`config.mk`:
```
export PLATFORM = sky130hd
export DESIGN_NAME = mirse_top
export DESIGN_NICKNAME = d
export VERILOG_FILES = /design/src/include/mirse_pkg.sv /design/src/hw/mirse_erase_timer.sv /design/src/hw/mirse_top.sv
export VERILOG_INCLUDE_DIRS = /design/src /design/src/include
export SDC_FILE = /design/constraint.sdc
export NUM_CORES = 1
export LEC_CHECK = 0
export BUFFER_PORTS_ARGS = -buffer_cell sky130_fd_sc_hd__buf_4
export CELL_PAD_IN_SITES_DETAIL_PLACEMENT = 2
export CELL_PAD_IN_SITES_GLOBAL_PLACEMENT = 2
export CORE_MARGIN = 2
export CORE_UTILIZATION = 37
export CTS_CLUSTER_DIAMETER = 30
export DETAILED_ROUTE_END_ITERATION = 10
export PLACE_DENSITY_LB_ADDON = 0.2
export SYNTH_ARGS = -nofsm -noshare
export SYNTH_HDL_FRONTEND = slang
export SYNTH_SLANG_ARGS = --single-unit
```
`constraint.sdc`:
```
create_clock -name I_CLK_SYS -period 6 [get_ports I_CLK_SYS]
set_input_delay 0.6 -clock I_CLK_SYS [delete_from_list [all_inputs] [get_ports I_CLK_SYS]]
set_output_delay 0.6 -clock I_CLK_SYS [all_outputs]
set_load 0.01 [all_outputs]
```
`src/include/mirse_defines.svh`:
```
// constants for the multi-line read and erase sequencer of a serial flash
// assumes a 200 MHz system clock that oversamples the host serial clock
// Notes on behaviour
// - 3B: 1-line address, 8 dummies, 2-line data
// - BB: 2-line address, 2+2 dummies, 2-line data
// - 4-line read opcode needs quad enable set; enhance-mode frames skip the check
// - EB: 4-line address, 2+4 dummies, 4-line data
// - sample on rising, launch on falling edge
// - address advances one per output byte
// - address wraps to zero past top
// - reads rejected while an internal cycle runs
// - chip select high stops data drive
// - enhance mode: next frame starts with address
// - mode bits after address, then dummies, data
// - 2-line: complementary mode pairs keep enhance
// - 2-line: other mode values leave enhance
// - 4-line: complementary nibbles keep enhance
// - 4-line: other mode values leave enhance
// - 20h erases 4K sector, needs write enable
// - sector chosen from address bit 12 up
// - erase only if select rises after address
// - erase timed, in-progress set, then latch cleared
// - protected targets never erased
// - 52h erases 32K block, needs write enable
// - status bits 0,1 are in-progress and latch
`ifndef MIRSE_DEFINES_SVH
`define MIRSE_DEFINES_SVH

`define MIRSE_OP_DUAL_OUT 8'h3b
`define MIRSE_OP_TWO_IO 8'hbb
`define MIRSE_OP_FOUR_IO 8'heb
`define MIRSE_OP_SECTOR_ERASE 8'h20
`define MIRSE_OP_HALF_BLOCK_ERASE 8'h52
`define MIRSE_OP_WRITE_ENABLE 8'h06

`define MIRSE_CMD_CLOCKS 5'h08
`define MIRSE_ADDR_CLOCKS_1 5'h18
`define MIRSE_ADDR_CLOCKS_2 5'h0c
`define MIRSE_ADDR_CLOCKS_4 5'h06
`define MIRSE_MODE_CLOCKS 5'h02
`define MIRSE_DUMMY_DUAL_OUT 5'h08
`define MIRSE_DUMMY_TWO_IO 5'h02
`define MIRSE_DUMMY_FOUR_IO 5'h04
`define MIRSE_END_CLOCKS 5'h01

`define MIRSE_SECTOR_LSB 12
`define MIRSE_HALF_BLOCK_LSB 15
`define MIRSE_PROT_GRAIN 32'h0001_0000

`define MIRSE_ST_WIP 0
`define MIRSE_ST_WEL 1
`define MIRSE_ST_BP_LSB 2
`define MIRSE_ST_QE 6

`define MIRSE_CLK_MHZ 200

`endif

```
`src/include/mirse_pkg.sv`:
```
// types shared by the flash read and erase sequencer
// assumes mirse_defines.svh is included by the modules
package mirse_pkg;
    typedef enum logic [2:0] {
        ST_CMD = 3'b000,
        ST_ADDR = 3'b001,
        ST_MODE = 3'b010,
        ST_DUMMY = 3'b011,
        ST_DATA = 3'b100,
        ST_ERASE_END = 3'b101,
        ST_WRITE_ENABLE_CMD_END = 3'b110,
        ST_IGNORE = 3'b111
    } mirse_state_e;

    typedef enum logic [1:0] {
        LANE_1 = 2'b00,
        LANE_2 = 2'b01,
        LANE_4 = 2'b10
    } mirse_lanes_e;

    typedef enum logic [2:0] {
        K_DUAL_OUT = 3'b000,
        K_TWO_IO = 3'b001,
        K_FOUR_IO = 3'b010,
        K_SECTOR = 3'b011,
        K_HALF = 3'b100,
        K_WRITE_ENABLE_CMD = 3'b101
    } mirse_kind_e;
endpackage : mirse_pkg

```
`src/hw/mirse_erase_timer.sv`:
```
// self-timed erase cycle counter
// assumes a one-cycle start pulse that never comes while busy
`timescale 1ns/1ps
`include "mirse_defines.svh"
module mirse_erase_timer #(
    parameter int SECTOR_CYCLES = 8000,
    parameter int HALF_CYCLES = 24000
) (
    input wire logic i_clk,
    input wire logic i_reset,
    input wire logic i_start,
    input wire logic i_half,
    output logic o_busy,
    output logic o_done
);
    localparam int MAXC = (HALF_CYCLES > SECTOR_CYCLES) ? HALF_CYCLES : SECTOR_CYCLES;
    localparam int W = $clog2(MAXC + 1);

    if (SECTOR_CYCLES < 2 || HALF_CYCLES < 2) begin : g_bad_len
        $error("erase cycle counts must be at least 2");
    end

    logic [W-1:0] cnt_q;

    // busy spans exactly the chosen count, done pulses as busy falls
    always_ff @(posedge i_clk) begin
        if (i_reset) begin
            cnt_q <= '0;
            o_busy <= 1'b0;
            o_done <= 1'b0;
        end else begin
            o_done <= 1'b0;
            if (i_start && !o_busy) begin
                cnt_q <= i_half ? W'(HALF_CYCLES - 1) : W'(SECTOR_CYCLES - 1);
                o_busy <= 1'b1;
            end else if (o_busy) begin
                if (cnt_q == '0) begin
                    o_busy <= 1'b0;
                    o_done <= 1'b1;
                end else begin
                    cnt_q <= cnt_q - 1'b1;
                end
            end
        end
    end
endmodule : mirse_erase_timer

```
`src/hw/mirse_top.sv`:
```
// serial flash command sequencer: multi-line reads, enhance mode, erases
// assumes serial clock and chip select synchronous, at most 1/4 clock rate;
// memory array sits outside and answers O_MEM_ADDR within one clock
`timescale 1ns/1ps
`include "mirse_defines.svh"
module mirse_top
    import mirse_pkg::*;
#(
    parameter int ADDR_W = 20,
    parameter int SECTOR_ERASE_TIME_US = 40,
    parameter int HALF_BLOCK_ERASE_TIME_US = 120,
    parameter int SECTOR_ERASE_CYCLES = SECTOR_ERASE_TIME_US * `MIRSE_CLK_MHZ,
    parameter int HALF_BLOCK_ERASE_CYCLES = HALF_BLOCK_ERASE_TIME_US * `MIRSE_CLK_MHZ
) (
    input wire logic I_CLK_SYS,
    input wire logic I_RESET,
    input wire logic I_SCLK,
    input wire logic I_CS_N,
    input wire logic [3:0] I_IO,
    output logic [3:0] O_IO,
    output logic [3:0] O_IO_OE,
    input wire logic I_QUAD_ENABLE,
    input wire logic [3:0] I_BLOCK_PROTECT_FIELD,
    input wire logic I_PROTECTION_SELECT,
    input wire logic I_LOCK_HIT,
    output logic [ADDR_W-1:0] O_MEM_ADDR,
    input wire logic [7:0] I_MEM_DATA,
    output logic [ADDR_W-1:0] O_ERASE_BASE,
    output logic O_ERASE_HALF_BLOCK,
    output logic O_WRITE_IN_PROGRESS,
    output logic O_WRITE_ENABLE_LATCH,
    output logic [7:0] O_STATUS
);
    if (ADDR_W < 17 || ADDR_W > 24) begin : g_bad_addr
        $error("ADDR_W must lie between 17 and 24");
    end

    localparam logic [ADDR_W-1:0] ADDR_ONE = 1;

    mirse_state_e state_q;
    mirse_lanes_e lanes_q;
    mirse_kind_e kind_q;
    logic [4:0] cnt_q;
    logic [4:0] phase_len;
    logic [23:0] shift_q;
    logic [23:0] shift_d;
    logic [7:0] cmd_byte;
    logic [7:0] mode_p;
    logic [7:0] dout_q;
    logic [7:0] dbits;
    logic [1:0] slice_q;
    logic [1:0] slice_last;
    logic sclk_q;
    logic cs_q;
    logic sclk_rise;
    logic sclk_fall;
    logic cs_rise;
    logic step_end;
    logic cmd_is_read;
    logic mode_toggle;
    logic enh_q;
    logic enh_wide_q;
    logic half;
    logic prot_hit;
    logic erase_go;
    logic erase_done;
    logic [ADDR_W-1:0] base;

    // upper 64K blocks guarded by the protect field, larger field covers more
    function automatic logic bp_hit(input logic [3:0] bp, input logic [ADDR_W-1:0] a);
        logic [31:0] span;
        logic [31:0] top;
        span = `MIRSE_PROT_GRAIN << (bp - 4'h1);
        top = 32'h0000_0001 << ADDR_W;
        bp_hit = (bp != 4'h0) && ((span >= top) || (32'(a) >= top - span));
    endfunction : bp_hit

    // edges of the oversampled serial clock and chip select
    always_ff @(posedge I_CLK_SYS) begin
        if (I_RESET) begin
            sclk_q <= 1'b0;
            cs_q <= 1'b1;
        end else begin
            sclk_q <= I_SCLK;
            cs_q <= I_CS_N;
        end
    end

    assign sclk_rise = I_SCLK && !sclk_q;
    assign sclk_fall = !I_SCLK && sclk_q;
    assign cs_rise = I_CS_N && !cs_q;

    // input shift picks 1, 2 or 4 lines per rising edge
    always_comb begin
        unique case (lanes_q)
            LANE_1: shift_d = {shift_q[22:0], I_IO[0]};
            LANE_2: shift_d = {shift_q[21:0], I_IO[1:0]};
            default: shift_d = {shift_q[19:0], I_IO};
        endcase
    end

    assign cmd_byte = shift_d[7:0];
    assign mode_p = shift_d[7:0];
    assign cmd_is_read = (cmd_byte == `MIRSE_OP_DUAL_OUT) || (cmd_byte == `MIRSE_OP_TWO_IO)
        || (cmd_byte == `MIRSE_OP_FOUR_IO);
    // 4-line needs both nibbles complementary, 2-line only the low pairs
    assign mode_toggle = (kind_q == K_FOUR_IO) ? (mode_p[7:4] == ~mode_p[3:0])
        : (mode_p[3:2] == ~mode_p[1:0]);

    // length of the current phase in serial clocks
    always_comb begin
        phase_len = 5'h00;
        unique case (state_q)
            ST_CMD: phase_len = `MIRSE_CMD_CLOCKS;
            ST_ADDR: begin
                unique case (lanes_q)
                    LANE_1: phase_len = `MIRSE_ADDR_CLOCKS_1;
                    LANE_2: phase_len = `MIRSE_ADDR_CLOCKS_2;
                    default: phase_len = `MIRSE_ADDR_CLOCKS_4;
                endcase
            end
            ST_MODE: phase_len = `MIRSE_MODE_CLOCKS;
            ST_DUMMY: begin
                if (kind_q == K_DUAL_OUT) begin
                    phase_len = `MIRSE_DUMMY_DUAL_OUT;
                end else if (kind_q == K_TWO_IO) begin
                    phase_len = `MIRSE_DUMMY_TWO_IO;
                end else begin
                    phase_len = `MIRSE_DUMMY_FOUR_IO;
                end
            end
            ST_ERASE_END: phase_len = `MIRSE_END_CLOCKS;
            ST_WRITE_ENABLE_CMD_END: phase_len = `MIRSE_END_CLOCKS;
            ST_DATA: phase_len = 5'h00;
            ST_IGNORE: phase_len = 5'h00;
        endcase
    end

    assign step_end = sclk_rise && !I_CS_N && (phase_len != 5'h00)
        && (cnt_q == phase_len - 5'h01);

    // frame sequencer; a deselect resets it, or re-enters at the address
    always_ff @(posedge I_CLK_SYS) begin
        if (I_RESET) begin
            state_q <= ST_CMD;
            lanes_q <= LANE_1;
            kind_q <= K_WRITE_ENABLE_CMD;
            cnt_q <= 5'h00;
            shift_q <= 24'h000000;
        end else if (I_CS_N) begin
            cnt_q <= 5'h00;
            shift_q <= 24'h000000;
            if (enh_q) begin
                state_q <= ST_ADDR;
                lanes_q <= enh_wide_q ? LANE_4 : LANE_2;
                kind_q <= enh_wide_q ? K_FOUR_IO : K_TWO_IO;
            end else begin
                state_q <= ST_CMD;
                lanes_q <= LANE_1;
            end
        end else if (sclk_rise) begin
            shift_q <= shift_d;
            cnt_q <= (step_end || phase_len == 5'h00) ? 5'h00 : cnt_q + 5'h01;
            if (step_end) begin
                unique case (state_q)
                    ST_CMD: begin
                        if (cmd_is_read && O_WRITE_IN_PROGRESS) begin
                            state_q <= ST_IGNORE;
                        end else if (cmd_byte == `MIRSE_OP_DUAL_OUT) begin
                            state_q <= ST_ADDR;
                            kind_q <= K_DUAL_OUT;
                        end else if (cmd_byte == `MIRSE_OP_TWO_IO) begin
                            state_q <= ST_ADDR;
                            kind_q <= K_TWO_IO;
                            lanes_q <= LANE_2;
                        end else if (cmd_byte == `MIRSE_OP_FOUR_IO) begin
                            state_q <= I_QUAD_ENABLE ? ST_ADDR : ST_IGNORE;
                            kind_q <= K_FOUR_IO;
                            lanes_q <= LANE_4;
                        end else if ((cmd_byte == `MIRSE_OP_SECTOR_ERASE)
                            || (cmd_byte == `MIRSE_OP_HALF_BLOCK_ERASE)) begin
                            // erase needs the latch and an idle array
                            state_q <= (O_WRITE_ENABLE_LATCH && !O_WRITE_IN_PROGRESS)
                                ? ST_ADDR : ST_IGNORE;
                            kind_q <= (cmd_byte == `MIRSE_OP_SECTOR_ERASE) ? K_SECTOR : K_HALF;
                        end else if (cmd_byte == `MIRSE_OP_WRITE_ENABLE) begin
                            state_q <= O_WRITE_IN_PROGRESS ? ST_IGNORE : ST_WRITE_ENABLE_CMD_END;
                        end else begin
                            state_q <= ST_IGNORE;
                        end
                    end
                    ST_ADDR: begin
                        if (kind_q == K_SECTOR || kind_q == K_HALF) begin
                            state_q <= ST_ERASE_END;
                        end else if (kind_q == K_DUAL_OUT) begin
                            state_q <= ST_DUMMY;
                        end else begin
                            state_q <= ST_MODE;
                        end
                    end
                    ST_MODE: state_q <= ST_DUMMY;
                    ST_DUMMY: begin
                        state_q <= ST_DATA;
                        lanes_q <= (kind_q == K_FOUR_IO) ? LANE_4 : LANE_2;
                    end
                    // any clock after the last address bit spoils the frame
                    ST_ERASE_END: state_q <= ST_IGNORE;
                    ST_WRITE_ENABLE_CMD_END: state_q <= ST_IGNORE;
                    ST_DATA: state_q <= ST_DATA;
                    ST_IGNORE: state_q <= ST_IGNORE;
                endcase
            end
        end
    end

    // enhance mode decided by the mode bits, acted on at the next deselect
    always_ff @(posedge I_CLK_SYS) begin
        if (I_RESET) begin
            enh_q <= 1'b0;
            enh_wide_q <= 1'b0;
        end else if (state_q == ST_MODE && step_end) begin
            enh_q <= mode_toggle;
            enh_wide_q <= (kind_q == K_FOUR_IO);
        end
    end

    // read address: loaded after the address phase, bumped per output byte
    always_ff @(posedge I_CLK_SYS) begin
        if (I_RESET) begin
            O_MEM_ADDR <= '0;
        end else if (state_q == ST_ADDR && step_end) begin
            O_MEM_ADDR <= shift_d[ADDR_W-1:0];
        end else if (state_q == ST_DATA && sclk_fall && !I_CS_N && slice_q == 2'h0) begin
            O_MEM_ADDR <= O_MEM_ADDR + ADDR_ONE;
        end
    end

    assign slice_last = (lanes_q == LANE_4) ? 2'h1 : 2'h3;
    assign dbits = (slice_q == 2'h0) ? I_MEM_DATA : dout_q;

    // output lanes launch on falling serial edges, msb slice first
    always_ff @(posedge I_CLK_SYS) begin
        if (I_RESET) begin
            O_IO <= 4'h0;
            O_IO_OE <= 4'h0;
            dout_q <= 8'h00;
            slice_q <= 2'h0;
        end else if (I_CS_N) begin
            O_IO_OE <= 4'h0;
            slice_q <= 2'h0;
        end else if (state_q == ST_DATA && sclk_fall) begin
            slice_q <= (slice_q == slice_last) ? 2'h0 : slice_q + 2'h1;
            if (lanes_q == LANE_4) begin
                O_IO <= dbits[7:4];
                O_IO_OE <= 4'hf;
                dout_q <= {dbits[3:0], 4'h0};
            end else begin
                O_IO <= {2'b00, dbits[7:6]};
                O_IO_OE <= 4'h3;
                dout_q <= {dbits[5:0], 2'b00};
            end
        end
    end

    // erase target: low bits dropped, lock or protect field consulted
    assign half = (kind_q == K_HALF);
    assign base = half ? {O_MEM_ADDR[ADDR_W-1:`MIRSE_HALF_BLOCK_LSB], 15'h0000}
        : {O_MEM_ADDR[ADDR_W-1:`MIRSE_SECTOR_LSB], 12'h000};
    assign prot_hit = I_PROTECTION_SELECT ? I_LOCK_HIT
        : bp_hit(I_BLOCK_PROTECT_FIELD, base);
    assign erase_go = cs_rise && (state_q == ST_ERASE_END) && !prot_hit
        && O_WRITE_ENABLE_LATCH && !O_WRITE_IN_PROGRESS;

    // target is held for the array for the whole erase
    always_ff @(posedge I_CLK_SYS) begin
        if (I_RESET) begin
            O_ERASE_BASE <= '0;
            O_ERASE_HALF_BLOCK <= 1'b0;
        end else if (erase_go) begin
            O_ERASE_BASE <= base;
            O_ERASE_HALF_BLOCK <= half;
        end
    end

    // latch: write enable sets, erase completion clears; set wins
    always_ff @(posedge I_CLK_SYS) begin
        if (I_RESET) begin
            O_WRITE_ENABLE_LATCH <= 1'b0;
        end else begin
            if (erase_done) begin
                O_WRITE_ENABLE_LATCH <= 1'b0;
            end
            if (cs_rise && state_q == ST_WRITE_ENABLE_CMD_END) begin
                O_WRITE_ENABLE_LATCH <= 1'b1;
            end
        end
    end

    // status image; bits 0 and 1 only ever follow the hardware flags
    always_ff @(posedge I_CLK_SYS) begin
        if (I_RESET) begin
            O_STATUS <= 8'h00;
        end else begin
            O_STATUS <= 8'h00;
            O_STATUS[`MIRSE_ST_WIP] <= O_WRITE_IN_PROGRESS;
            O_STATUS[`MIRSE_ST_WEL] <= O_WRITE_ENABLE_LATCH;
            O_STATUS[`MIRSE_ST_BP_LSB+3:`MIRSE_ST_BP_LSB] <= I_BLOCK_PROTECT_FIELD;
            O_STATUS[`MIRSE_ST_QE] <= I_QUAD_ENABLE;
        end
    end

    mirse_erase_timer #(
        .SECTOR_CYCLES(SECTOR_ERASE_CYCLES),
        .HALF_CYCLES(HALF_BLOCK_ERASE_CYCLES)
    ) u_timer (
        .i_clk(I_CLK_SYS),
        .i_reset(I_RESET),
        .i_start(erase_go),
        .i_half(half),
        .o_busy(O_WRITE_IN_PROGRESS),
        .o_done(erase_done)
    );
endmodule : mirse_top

```
==> results of run 1 <==
logic make-up after synthesis:
group,Yosys count,synth area share [%]
other cells,1,0.0604
compound gates,185,20.7
simple gates,304,24.7
mux,31,5.42
fa+ha+maj,11,2.18
xor+xnor,42,5.93
buf+inv,93,7.42
flops,104,33.5
tightest hold or removal path, stage by stage, from the launching register on:
cell and delay (ns):
dfxtp_1 0.32, nand2_1 0.05, a21oi_1 0.05
power groups by stage:
stage	Clock, mW	Sequential [mW]	Combinational [mW]
finish	0.682	0.696	0.102
floorplan	0	0.712	0.0691
global placement	0	0.712	0.0974
detailed placement	0	0.713	0.101
global route	0.718	0.697	0.113
CTS	0.690	0.696	0.102
worst min-delay path by stage:
stage | startpoint | endpoint | slack, ns | cells after the start
floorplan | u_timer.cnt_q[14] | u_timer.o_done | 0.41 | 1
global placement | shift_q[18] | shift_q[18] | 0.45 | 2
detailed placement | dout_q[6] | dout_q[6] | 0.46 | 2
CTS | dout_q[6] | dout_q[6] | 0.47 | 2
global route | dout_q[6] | dout_q[6] | 0.48 | 2
finish | dout_q[6] | dout_q[6] | 0.46 | 2
routing by layer:
| metal | vias to the layer above | part of all wire, % | wire (um) | global-route usage, % |
|---|---|---|---|---|
| met1 | 2932 | 46 | 9570 | 30.1 |
| met4 | 0 | 1.6 | 337 | 7.09 |
| li1 | 2805 | - | - | - |
| met3 | 23 | 2.0 | 418 | 2.44 |
| met5 | - | 0 | 0 | 0 |
| met2 | 77 | 51 | 10700 | 43.3 |
metrics by stage:
step | cells | power [mW] | instance area (sq um) | util (%)
global placement | 1008 | 0.810 | 6720 | 40.8
detailed placement | 1008 | 0.814 | 6720 | 40.8
CTS | 1024 | 1.49 | 7050 | 42.8
finish | 1024 | 1.48 | 7050 | 42.8
global route | 1024 | 1.53 | 7050 | 42.8
floorplan | 783 | 0.781 | 6250 | -
synth_stat cells, types with 7 or more instances:
cell	instances	share of area, %
xor2_1	13	1.8
ha_1	10	2.0
nor4_1	13	1.3
dfxtp_1	104	34
nand4_1	19	1.9
a211oi_2	10	2.0
nand2_1	79	4.8
buf_4	22	2.7
clkbuf_1	35	2.1
mux2i_1	28	4.5
a21oi_1	69	5.6
o21ai_0	25	2.0
nor3_1	30	2.4
o21a_1	11	1.3
a211oi_1	11	1.3
or3_1	7	0.71
nor2_1	73	4.4
xnor2_1	29	4.1
nand3_1	25	2.0
nor2b_1	13	1.3
inv_1	23	1.4
flip-flops by register name, summed over array words and instances (netlist names), 2 cells and up:
signal and cells:
O_ERASE_BASE 8, O_IO 4, O_IO_OE 2, O_MEM_ADDR 20, O_STATUS 7, cnt_q 5
dout_q 6, kind_q 3, lanes_q 2, shift_q 19, slice_q 2, state_q 3
u_timer.cnt_q 15
layout make-up:
| cell class | instances | area (sq um) |
|---|---|---|
| Clock buffer | 12 | 256 |
| Tap cell | 220 | 275 |
| Timing Repair Buffer | 75 | 563 |
| Sequential cell | 104 | 2080 |
| Multi-Input combinational cell | 586 | 3710 |
| Inverter | 23 | 86.3 |
| Fill cell | 1923 | 9420 |
| Clock inverter | 4 | 73.8 |
==> summary.txt, run 1 <==
Run status
  • Outcome: finished, final reports clean

Final layout
  • Layout cells sized above 1: 13.8%
  • Commonest non-fill, non-tap cells in the layout: dfxtp_1 (104), nand2_1 (79), buf_4 (75), nor2_1 (73), a21oi_1 (69)
  • Most common cell after layout, fill and taps aside: dfxtp_1
  • Final #Nets: approximately 830
  • P&R area growth vs syn: 13.5%
  • N_diodes: 0

Power and ir drop
  • PwrDens: between 200 and 250 nW/um^2
  • Gate power share: 6.9%
  • P_sw: 363 uW
  • Flop pwr share: 47.0%
  • P_leak: 2.45 nW
  • VDD IR-drop max: 0.147 mV
  • Clk pwr share: 46.1%
  • Net Sw Frac: 24.5%
  • Internal power: between 1 and 1.5 mW

Route
  • Drt wl/cell: around 20 um
  • Vias: 5837
  • Drt initial violations: 265
  • Antenna viol nets, final: 0
  • Final WL: 21000 um
  • # DRC: 0
  • Detail-routed via count per cell: about 5.7
  • Pre-Repair DR Iteration Count: 4

Worst setup path
  • Data arrival, critical path: between 4 and 5 ns
  • Kind of cell adding the most delay to the critical path: compound AO/OA/AOI/OAI gates
  • Crit. Startpoint: state_q[1]
  • Reg2reg setup slack: around 1.6 ns
  • Critical path class: register to register
  • Largest stage delay, worst path: between 0.8 and 0.9 ns
  • CP endpoint: O_MEM_ADDR[11]
  • RR Endpoint: O_MEM_ADDR[11]
  • CP Cell Sequence: nor2b_1, a221oi_1, ha_1, nand2_1, a2111oi_0, o21ai_1, a2111oi_4, buf_4, mux2i_1, a21oi_1
  • Slowest-stage cell, CP: dfxtp_1
  • CP Depth: 10
  • Reg2reg start: state_q[1]
  • Crit. End Element: register
  • Startpoint types: register
  • CP Max Fanout: 22
  • Worst EP required: a little over 6 ns
  • Worst r2r path cells: 10
  • Worst Path Buf+Inv: 1

Global route
  • Initial antenna violation count: 0
  • Largest net degree at the start of global routing: 72
  • First-pass GRT wire length: 34200 um
  • Total gr overflow: 0
  • Global Route Usage Sum: a little under a quarter
  • Vias in the first global route: 6289

Synthesis
  • Mapped Avg Cell Area: 8.05 sq um
  • Synth warnings: 0
  • Post-synth top flop: dfxtp_1
  • Synthesized flop and latch total: 104
  • Async S/R FF share, synth: 0%
  • Post-synth EDFFs: 0
  • Sequential area share after synthesis: ~34%
  • Count of cell types in the netlist: 73
  • Synthesized area: between 6000 and 7000 sq um
  • Post-Syn Instances: between 700 and 800

Clocking
  • CTS max path bufs: 2
  • Clock tree sinks: roughly 100
  • Setup Buffers After CTS: 0
  • Inserted Clock Buffers: 9
  • Clk slew on worst S/H paths: 0.07 ns
  • Clock Root Buffer: clkbuf_16
  • Hold-fix buffers, CTS: 0
  • Post-CTS Resized: 0
  • H-tree depth: 3
  • CTS tree: done
  • Worst-skew pair later-pin latency: roughly 0.36 ns

Timing
  • Slew @ Worst Pin: 1.17 ns
  • Maximum clock rate: 0.228 GHz
  • Final WS setup: roughly 1.6 ns
  • Max-slew violation count: 0
  • Setup Skew: 0.00969 ns
  • RSZ-0062 raised after global routing: false
  • Hold Slack: 0.462 ns
  • Final period util: 73.0%
  • Setup violations, final: 0
  • Slew headroom: roughly a fifth
  • Crit path time final: around 4.4 ns
  • Final TNS setup: 0 ns
  • Fin. Hold Viols: 0

Job
  • Total of max-cap violations: 0

Placement
  • Post-DP HPWL: roughly 16000 um
  • Post-place setup slack: 1.62 ns
  • Port Buffers: between 60 and 70
  • Final GP Congestion: around 0.83

Die
  • Initial core utilization: between 30% and 40%
  • Die width: about 130 um
  • Die area: 17800 sq um
  • I/O pin total: 82
  • Core area: 16500 sq um
  • Row count: 47
  • Die Y: about 130 um

Min path
  • Tightest Hold Check Type: register to register
Note: power is estimated with default switching activity, not from simulation.
==> run 2: changes to the inputs <==
--- a/config.mk
+++ b/config.mk
@@ -6,11 +6,12 @@
 export SDC_FILE = /design/constraint.sdc
 export NUM_CORES = 1
 export LEC_CHECK = 0
+export ABC_AREA = 1
 export BUFFER_PORTS_ARGS = -buffer_cell sky130_fd_sc_hd__buf_4
 export CELL_PAD_IN_SITES_DETAIL_PLACEMENT = 2
 export CELL_PAD_IN_SITES_GLOBAL_PLACEMENT = 2
 export CORE_MARGIN = 2
-export CORE_UTILIZATION = 37
+export CORE_UTILIZATION = 32
 export CTS_CLUSTER_DIAMETER = 30
 export DETAILED_ROUTE_END_ITERATION = 10
 export PLACE_DENSITY_LB_ADDON = 0.2
==> constraint.sdc (replaced) <==
create_clock -name I_CLK_SYS -period 4.3 [get_ports I_CLK_SYS]
set_input_delay 0.43 -clock I_CLK_SYS [delete_from_list [all_inputs] [get_ports I_CLK_SYS]]
set_output_delay 0.43 -clock I_CLK_SYS [all_outputs]
set_load 0.01 [all_outputs]
==> summary.txt, run 2 <==
Run status
  • Outcome: finished, final reports clean

Synthesis
  • Synthesized flop and latch total: roughly 100
  • XOR/XNOR share of the synthesized area: 3.06%
  • Post-Syn Instances: 953
  • Post-synth top flop: dfxtp_1
  • Mapped Avg Cell Area: 6.61 sq um
  • Compound-Gate Fraction of Synth Area: between 10 and 15%
  • Largest family of logic cells by synthesized area: simple AND/OR/NAND/NOR gates
  • Synth warnings: 0
  • Async S/R FF share, synth: 0%
  • Commonest cells post-synth: nand2_1 (216), nor2_1 (119), dfxtp_1 (104)
  • Count of cell types in the netlist: 47
  • Sequential area share after synthesis: between 30% and 40%
  • Top-count cell post-synth: nand2_1
  • Synthesized area: 6300 sq um
  • Cells taking the most area after synthesis: dfxtp_1 (33%), nand2_1 (13%), nor2_1 (7.1%), inv_1 (5.6%), nand3_1 (5.6%)
  • Post-synth EDFFs: 0
  • Top-area cell type share of the netlist area: 33.0%
  • Mux cell area share after synthesis: less than 1%
  • Post-synth top area cell: dfxtp_1
  • Post-synthesis adder-cell area fraction: under 10%
  • Simple-gate share of the synthesized area: 34.8%

Clocking
  • Worst-skew pair later-pin latency: 0.36 ns
  • Hold-fix buffers, CTS: 0
  • Setup Buffers After CTS: 0
  • Clock Root Buffer: clkbuf_16
  • H-tree depth: 3
  • Clk slew on worst S/H paths: 0.08 ns
  • CTS max path bufs: 2
  • CTS tree: done
  • Clock tree sinks: 104
  • Post-CTS Resized: 0
  • Inserted Clock Buffers: 9

Global route
  • Global Route Usage Sum: between 20% and 30%
  • First-pass GRT wire length: 36700 um
  • Largest net degree at the start of global routing: 40
  • Vias in the first global route: 6824
  • Total gr overflow: 0
  • Initial antenna violation count: 1

Placement
  • Port Buffers: 68
  • Post-DP HPWL: 16800 um
  • Post-Place Cells: 1252
  • Final GP Congestion: about 0.81

Worst setup path
  • Kind of cell adding the most delay to the critical path: simple AND/OR/NAND/NOR gates
  • Startpoint types: register
  • Slowest-stage cell, CP: dfxtp_1
  • Worst r2r path cells: 17
  • Crit. End Element: register
  • CP Max Fanout: 13
  • Largest stage delay, worst path: 0.47 ns
  • Critical path class: register to register
  • CP Depth: 17
  • Reg2reg setup slack: 1.35 ns
  • Data arrival, critical path: 3.18 ns
  • CP Cell Sequence: nand2_1, nor2_2, buf_4, nand2_1, nand3_1, inv_1, ha_1, a21oi_1, o211ai_1, nor2_1, nand3_1, nor2_4, nand3_2, nor2_4, nand2_1, nand2_1, a21oi_1
  • Worst EP required: 4.53 ns
  • Worst Path Buf+Inv: 2
  • CP most frequent cell: nand2_1

Timing
  • Maximum clock rate: 0.339 GHz
  • Setup Skew: 0.0118 ns
  • Slew headroom: 28.7%
  • Fin. Hold Viols: 0
  • Crit path time final: 2.95 ns
  • Setup violations, final: 0
  • Final TNS setup: 0 ns
  • RSZ-0062 raised after global routing: false
  • Slew @ Worst Pin: 1.06 ns
  • Final period util: between 60% and 70%
  • Hold Slack: 0.321 ns
  • Max-slew violation count: 0

Final layout
  • Final #Nets: 1031
  • Most common cell after layout, fill and taps aside: nand2_1
  • Biggest regs: O_MEM_ADDR (20), shift_q (19), u_timer.cnt_q (15)
  • Layout cells sized above 1: 14.8%
  • Commonest non-fill, non-tap cells in the layout: nand2_1 (216), nor2_1 (118), dfxtp_1 (104), inv_1 (94), buf_4 (78)
  • Largest register FFs: 20
  • Largest reg by FF count: O_MEM_ADDR
  • Post-route insts no fill: 1269
  • P&R area growth vs syn: 14.5%
  • Core Util, Final: 37.2%

Die
  • Die width: 144 um
  • I/O pin total: 82
  • Initial core utilization: 32.5%
  • Core area: 19400 sq um
  • Row count: 51
  • Die area: 20800 sq um
  • Die Y: 144 um

Power and ir drop
  • VDD IR-drop max: 0.189 mV
  • PwrDens: 298 nW/um^2
  • P_leak: 3.24 nW
  • Final total power: 2.15 mW

Route
  • Drt wl/cell: 17.6 um
  • Detail-routed via count per cell: just over 5
  • # DRC: 0
  • Antenna viol nets, final: 0
  • Final WL: 22300 um
  • Drt initial violations: between 200 and 250
  • Pre-Repair DR Iteration Count: 6
  • Vias: 6415

Min path
  • Worst hold path stage count: 3
  • Tightest Hold Check Type: input port to register

Job
  • Total of max-cap violations: 0
==> run 2: final timing paths <==
kind / startpoint / to
min reg2reg: u_timer.o_done / O_WRITE_ENABLE_LATCH
min: I_QUAD_ENABLE / O_STATUS[6]
max reg2reg: state_q[0] / O_MEM_ADDR[19]
max: state_q[0] / O_MEM_ADDR[19]
==> run 2: tightest hold or removal path, stage by stage <==
cell and delay, ns:
buf_4 0.08, inv_1 0.06, nor2_1 0.08
==> run 2: power by group <==
group | switching [mW] | internal (mW) | leakage, nW
combinational | 0.192 | 0.0798 | 2.25
sequential | 0.0139 | 0.977 | 0.842
clock | 0.412 | 0.473 | 0.143
total | 0.618 | 1.53 | 3.24
==> run 2: metal layers <==
| layer | track usage, % | part of all wire, % | vias to the layer above |
|---|---|---|---|
| li1 | - | - | 3160 |
| met1 | 28.6 | 45 | 3112 |
| met2 | 38.5 | 49 | 117 |
| met3 | 5.17 | 4.5 | 26 |
| met4 | 6.23 | 2.2 | 0 |
| met5 | 0 | 0 | - |
==> run 2: layout make-up <==
class | instances | area, sq um
antenna | 1 | 2.50
clock buffer | 11 | 243
clock inverter | 5 | 62.6
fill | 2438 | 12200
inverter | 104 | 390
multi-input combinational | 701 | 3520
sequential | 104 | 2080
tap | 265 | 332
timing repair buffer | 78 | 586
==> run 2: stage by stage <==
| stage | setup slack, ns | instance area [sq um] |
|---|---|---|
| final | 1.35 | 7220 |
| after global routing | 1.02 | 7210 |
| after CTS | 1.31 | 7210 |
| after detailed placement | 1.02 | 6910 |
| after global placement | 1.20 | 6910 |
| after floorplan | 1.88 | 6350 |
==> run 2: logic make-up after synthesis <==
logic type / count (synthesis)
other: 1
xor gates and xnor gates: 22
buffers and inverters: 160
AOI/OAI and AO/OA: 166
DFF: 104
muxes: 3
adders and majority gates: 10
and+or+nand+nor: 487
==> run 3: changes to the inputs <==
--- a/config.mk
+++ b/config.mk
@@ -6,12 +6,12 @@
 export SDC_FILE = /design/constraint.sdc
 export NUM_CORES = 1
 export LEC_CHECK = 0
-export ABC_AREA = 1
+export ABC_AREA = 0
 export BUFFER_PORTS_ARGS = -buffer_cell sky130_fd_sc_hd__buf_4
 export CELL_PAD_IN_SITES_DETAIL_PLACEMENT = 2
 export CELL_PAD_IN_SITES_GLOBAL_PLACEMENT = 2
 export CORE_MARGIN = 2
-export CORE_UTILIZATION = 32
+export CORE_UTILIZATION = 31
 export CTS_CLUSTER_DIAMETER = 30
 export DETAILED_ROUTE_END_ITERATION = 10
 export PLACE_DENSITY_LB_ADDON = 0.2
==> constraint.sdc (replaced) <==
create_clock -name I_CLK_SYS -period 2.5 [get_ports I_CLK_SYS]
set_input_delay 0.25 -clock I_CLK_SYS [delete_from_list [all_inputs] [get_ports I_CLK_SYS]]
set_output_delay 0.25 -clock I_CLK_SYS [all_outputs]
set_load 0.01 [all_outputs]
==> summary.txt, run 3 (synthesized netlist as in run 1, its figures left out) <==
Timing
  • Crit path time final: 2.99 ns
  • Maximum clock rate: ~0.33 GHz
  • Slew headroom: between 50% and 60%
  • RSZ-0062 raised after global routing: true
  • Setup Skew: 0.0140 ns
  • Setup violations, final: 35
  • Final period util: 120%
  • Final WS setup: -0.493 ns
  • Max-slew violation count: 0
  • Slew @ Worst Pin: 0.605 ns
  • Fin. Hold Viols: 0

Global route
  • Global Route Usage Sum: 23.8%
  • First-pass GRT wire length: 40500 um
  • Total gr overflow: 0
  • Initial antenna violation count: 0
  • Vias in the first global route: approximately 7.2k
  • Largest net degree at the start of global routing: 34

Power and ir drop
  • P_leak: 3.07 nW
  • P_sw: ~950 uW
  • Clk pwr share: 44.3%
  • VDD IR-drop max: 0.292 mV
  • Flop pwr share: 47.3%
  • Internal power: approximately 2.6 mW
  • Net Sw Frac: 26.9%
  • Gate power share: 8.4%
  • PwrDens: ~420 nW/um^2

Clocking
  • Clk slew on worst S/H paths: approximately 0.08 ns
  • Clock tree sinks: ~100
  • Worst-skew pair later-pin latency: 0.37 ns
  • Inserted Clock Buffers: 9
  • H-tree depth: 3
  • Clock Root Buffer: clkbuf_16
  • CTS max path bufs: 2
  • Hold-fix buffers, CTS: 0
  • CTS tree: done

Worst setup path
  • Data arrival, critical path: 3.23 ns
  • Reg2reg start: kind_q[1]
  • Crit. End Element: register
  • CP Cell Sequence: nor4b_4, a221oi_2, ha_1, nand2_1, a2111oi_4, o21ai_2, buf_4, a2111oi_4, buf_6, buf_12, buf_16, or3_4, a31oi_2
  • Worst EP required: ~2.7 ns
  • CP most frequent cell: a2111oi_4
  • Largest stage delay, worst path: 0.44 ns
  • Crit. Startpoint: kind_q[1]
  • Reg2reg setup slack: -0.49 ns
  • Kind of cell adding the most delay to the critical path: compound AO/OA/AOI/OAI gates
  • Startpoint types: register
  • Critical path class: register to register
  • CP Depth: 13
  • Worst Path Buf+Inv: 4
  • Slowest-stage cell, CP: dfxtp_1
  • CP Max Fanout: 7
  • Worst r2r path cells: 13
  • RR Endpoint: O_MEM_ADDR[17]

Die
  • Core area: about 20000 sq um
  • Die Y: 145 um
  • Die width: 145 um
  • Die area: 21200 sq um
  • I/O pin total: 82
  • Row count: slightly above 50
  • Initial core utilization: between 30% and 40%

Min path
  • Hold Startpoint: I_BLOCK_PROTECT_FIELD[1]
  • Worst hold path stage count: 2
  • Min-Delay Endpoint: O_STATUS[3]
  • Tightest Hold Check Type: input port to register

Final layout
  • Post-route insts no fill: around 1.2k
  • Most common cell after layout, fill and taps aside: buf_4
  • Largest reg by FF count: O_MEM_ADDR
  • Biggest regs: O_MEM_ADDR (20), shift_q (19), u_timer.cnt_q (15)
  • P&R area growth vs syn: 34.8%
  • Core Util, Final: 42.8%
  • Final #Nets: approximately 940
  • Largest register FFs: 20
  • Design Area, Final: 8360 sq um
  • Commonest non-fill, non-tap cells in the layout: buf_4 (164), dfxtp_1 (100), nand2_1 (79), nor2_1 (69), a21oi_1 (66)
  • N_diodes: 0
  • Layout cells sized above 1: 28.8%

Route
  • Detail-routed via count per cell: 5.46
  • Antenna viol nets, final: 0
  • # DRC: 0
  • Final WL: 25900 um
  • Drt initial violations: 324
  • Vias: between 6k and 7k
  • Pre-Repair DR Iteration Count: 4
  • Drt wl/cell: 22.1 um

Placement
  • Post-Place Cells: 1142
  • Post-DP HPWL: 18000 um
  • Port Buffers: 68
  • Final GP Congestion: 0.870
  • Placed cell areas: 7520 sq um
  • Post-place setup slack: -0.437 ns

Run status
  • Outcome: complete, but fails checks
  • Violations in the final reports: setup timing

Job
  • Total of max-cap violations: 0
run 3: changes by cell type in the layout (fill, tap and decap cells not counted), moves of 11 or more:
cell      previous run  this run
a211oi_2             0        12
buf_4               78       164
inv_1               94        23
mux2i_1              3        28
nand2_1            216        79
nand2_2             15         0
nand3_1             70        24
nor2_1             118        69
nor2b_1              0        13
nor3_1              15        26
o21ai_0             58        24
xnor2_1              3        27
run 3: area by class of cell:
class	count	area, sq um
tap	265	332
inverter	23	86.3
multi-input combinational	587	4030
fill	2221	11200
sequential	104	2090
clock buffer	9	225
timing repair buffer	181	1500
clock inverter	7	95.1
run 3: worst max-delay path by stage:
stage                      to  slack (ns)
2_1_floorplan      state_q[1]       -0.40
6_report       O_MEM_ADDR[17]       -0.49
4_1_cts        O_MEM_ADDR[19]       -0.31
5_1_grt        O_MEM_ADDR[17]       -0.60
3_5_place_dp       state_q[0]       -0.44
3_3_place_gp    O_MEM_ADDR[7]       -0.26
run 3: metal layers:
layer | share of wire (%) | vias to the layer above | global-route usage (%)
met5 | 0 | - | 0
met4 | 2.2 | 0 | 7.30
met3 | 2.0 | 33 | 2.92
met2 | 52 | 75 | 43.1
met1 | 44 | 3292 | 29.4
li1 | - | 3023 | -
run 3: stage by stage:
step	hold WS, ns	TNS, ns	power [mW]
CTS	0.150	-8.38	3.57
detailed placement	0.457	-13.99	2.00
finish	0.159	-13.28	3.53
global route	0.171	-16.78	3.68
global placement	0.447	-8.08	1.99
floorplan	0.378	-11.03	1.88
run 3: power by group through the flow:
stage	Clock, mW	Combinational [mW]	Sequential, mW
finish	1.57	0.298	1.67
global placement	0	0.279	1.71
CTS	1.61	0.293	1.67
floorplan	0	0.167	1.71
detailed placement	0	0.288	1.71
global route	1.68	0.323	1.67
run 3: what timing repair did:
item	CTS	global route
gates cloned	3	1
buffers inserted	12	2
hold endpoints to repair	0	0
pin swaps	42	13
resized for setup	45	18
endpoints found under the setup margin	35	49
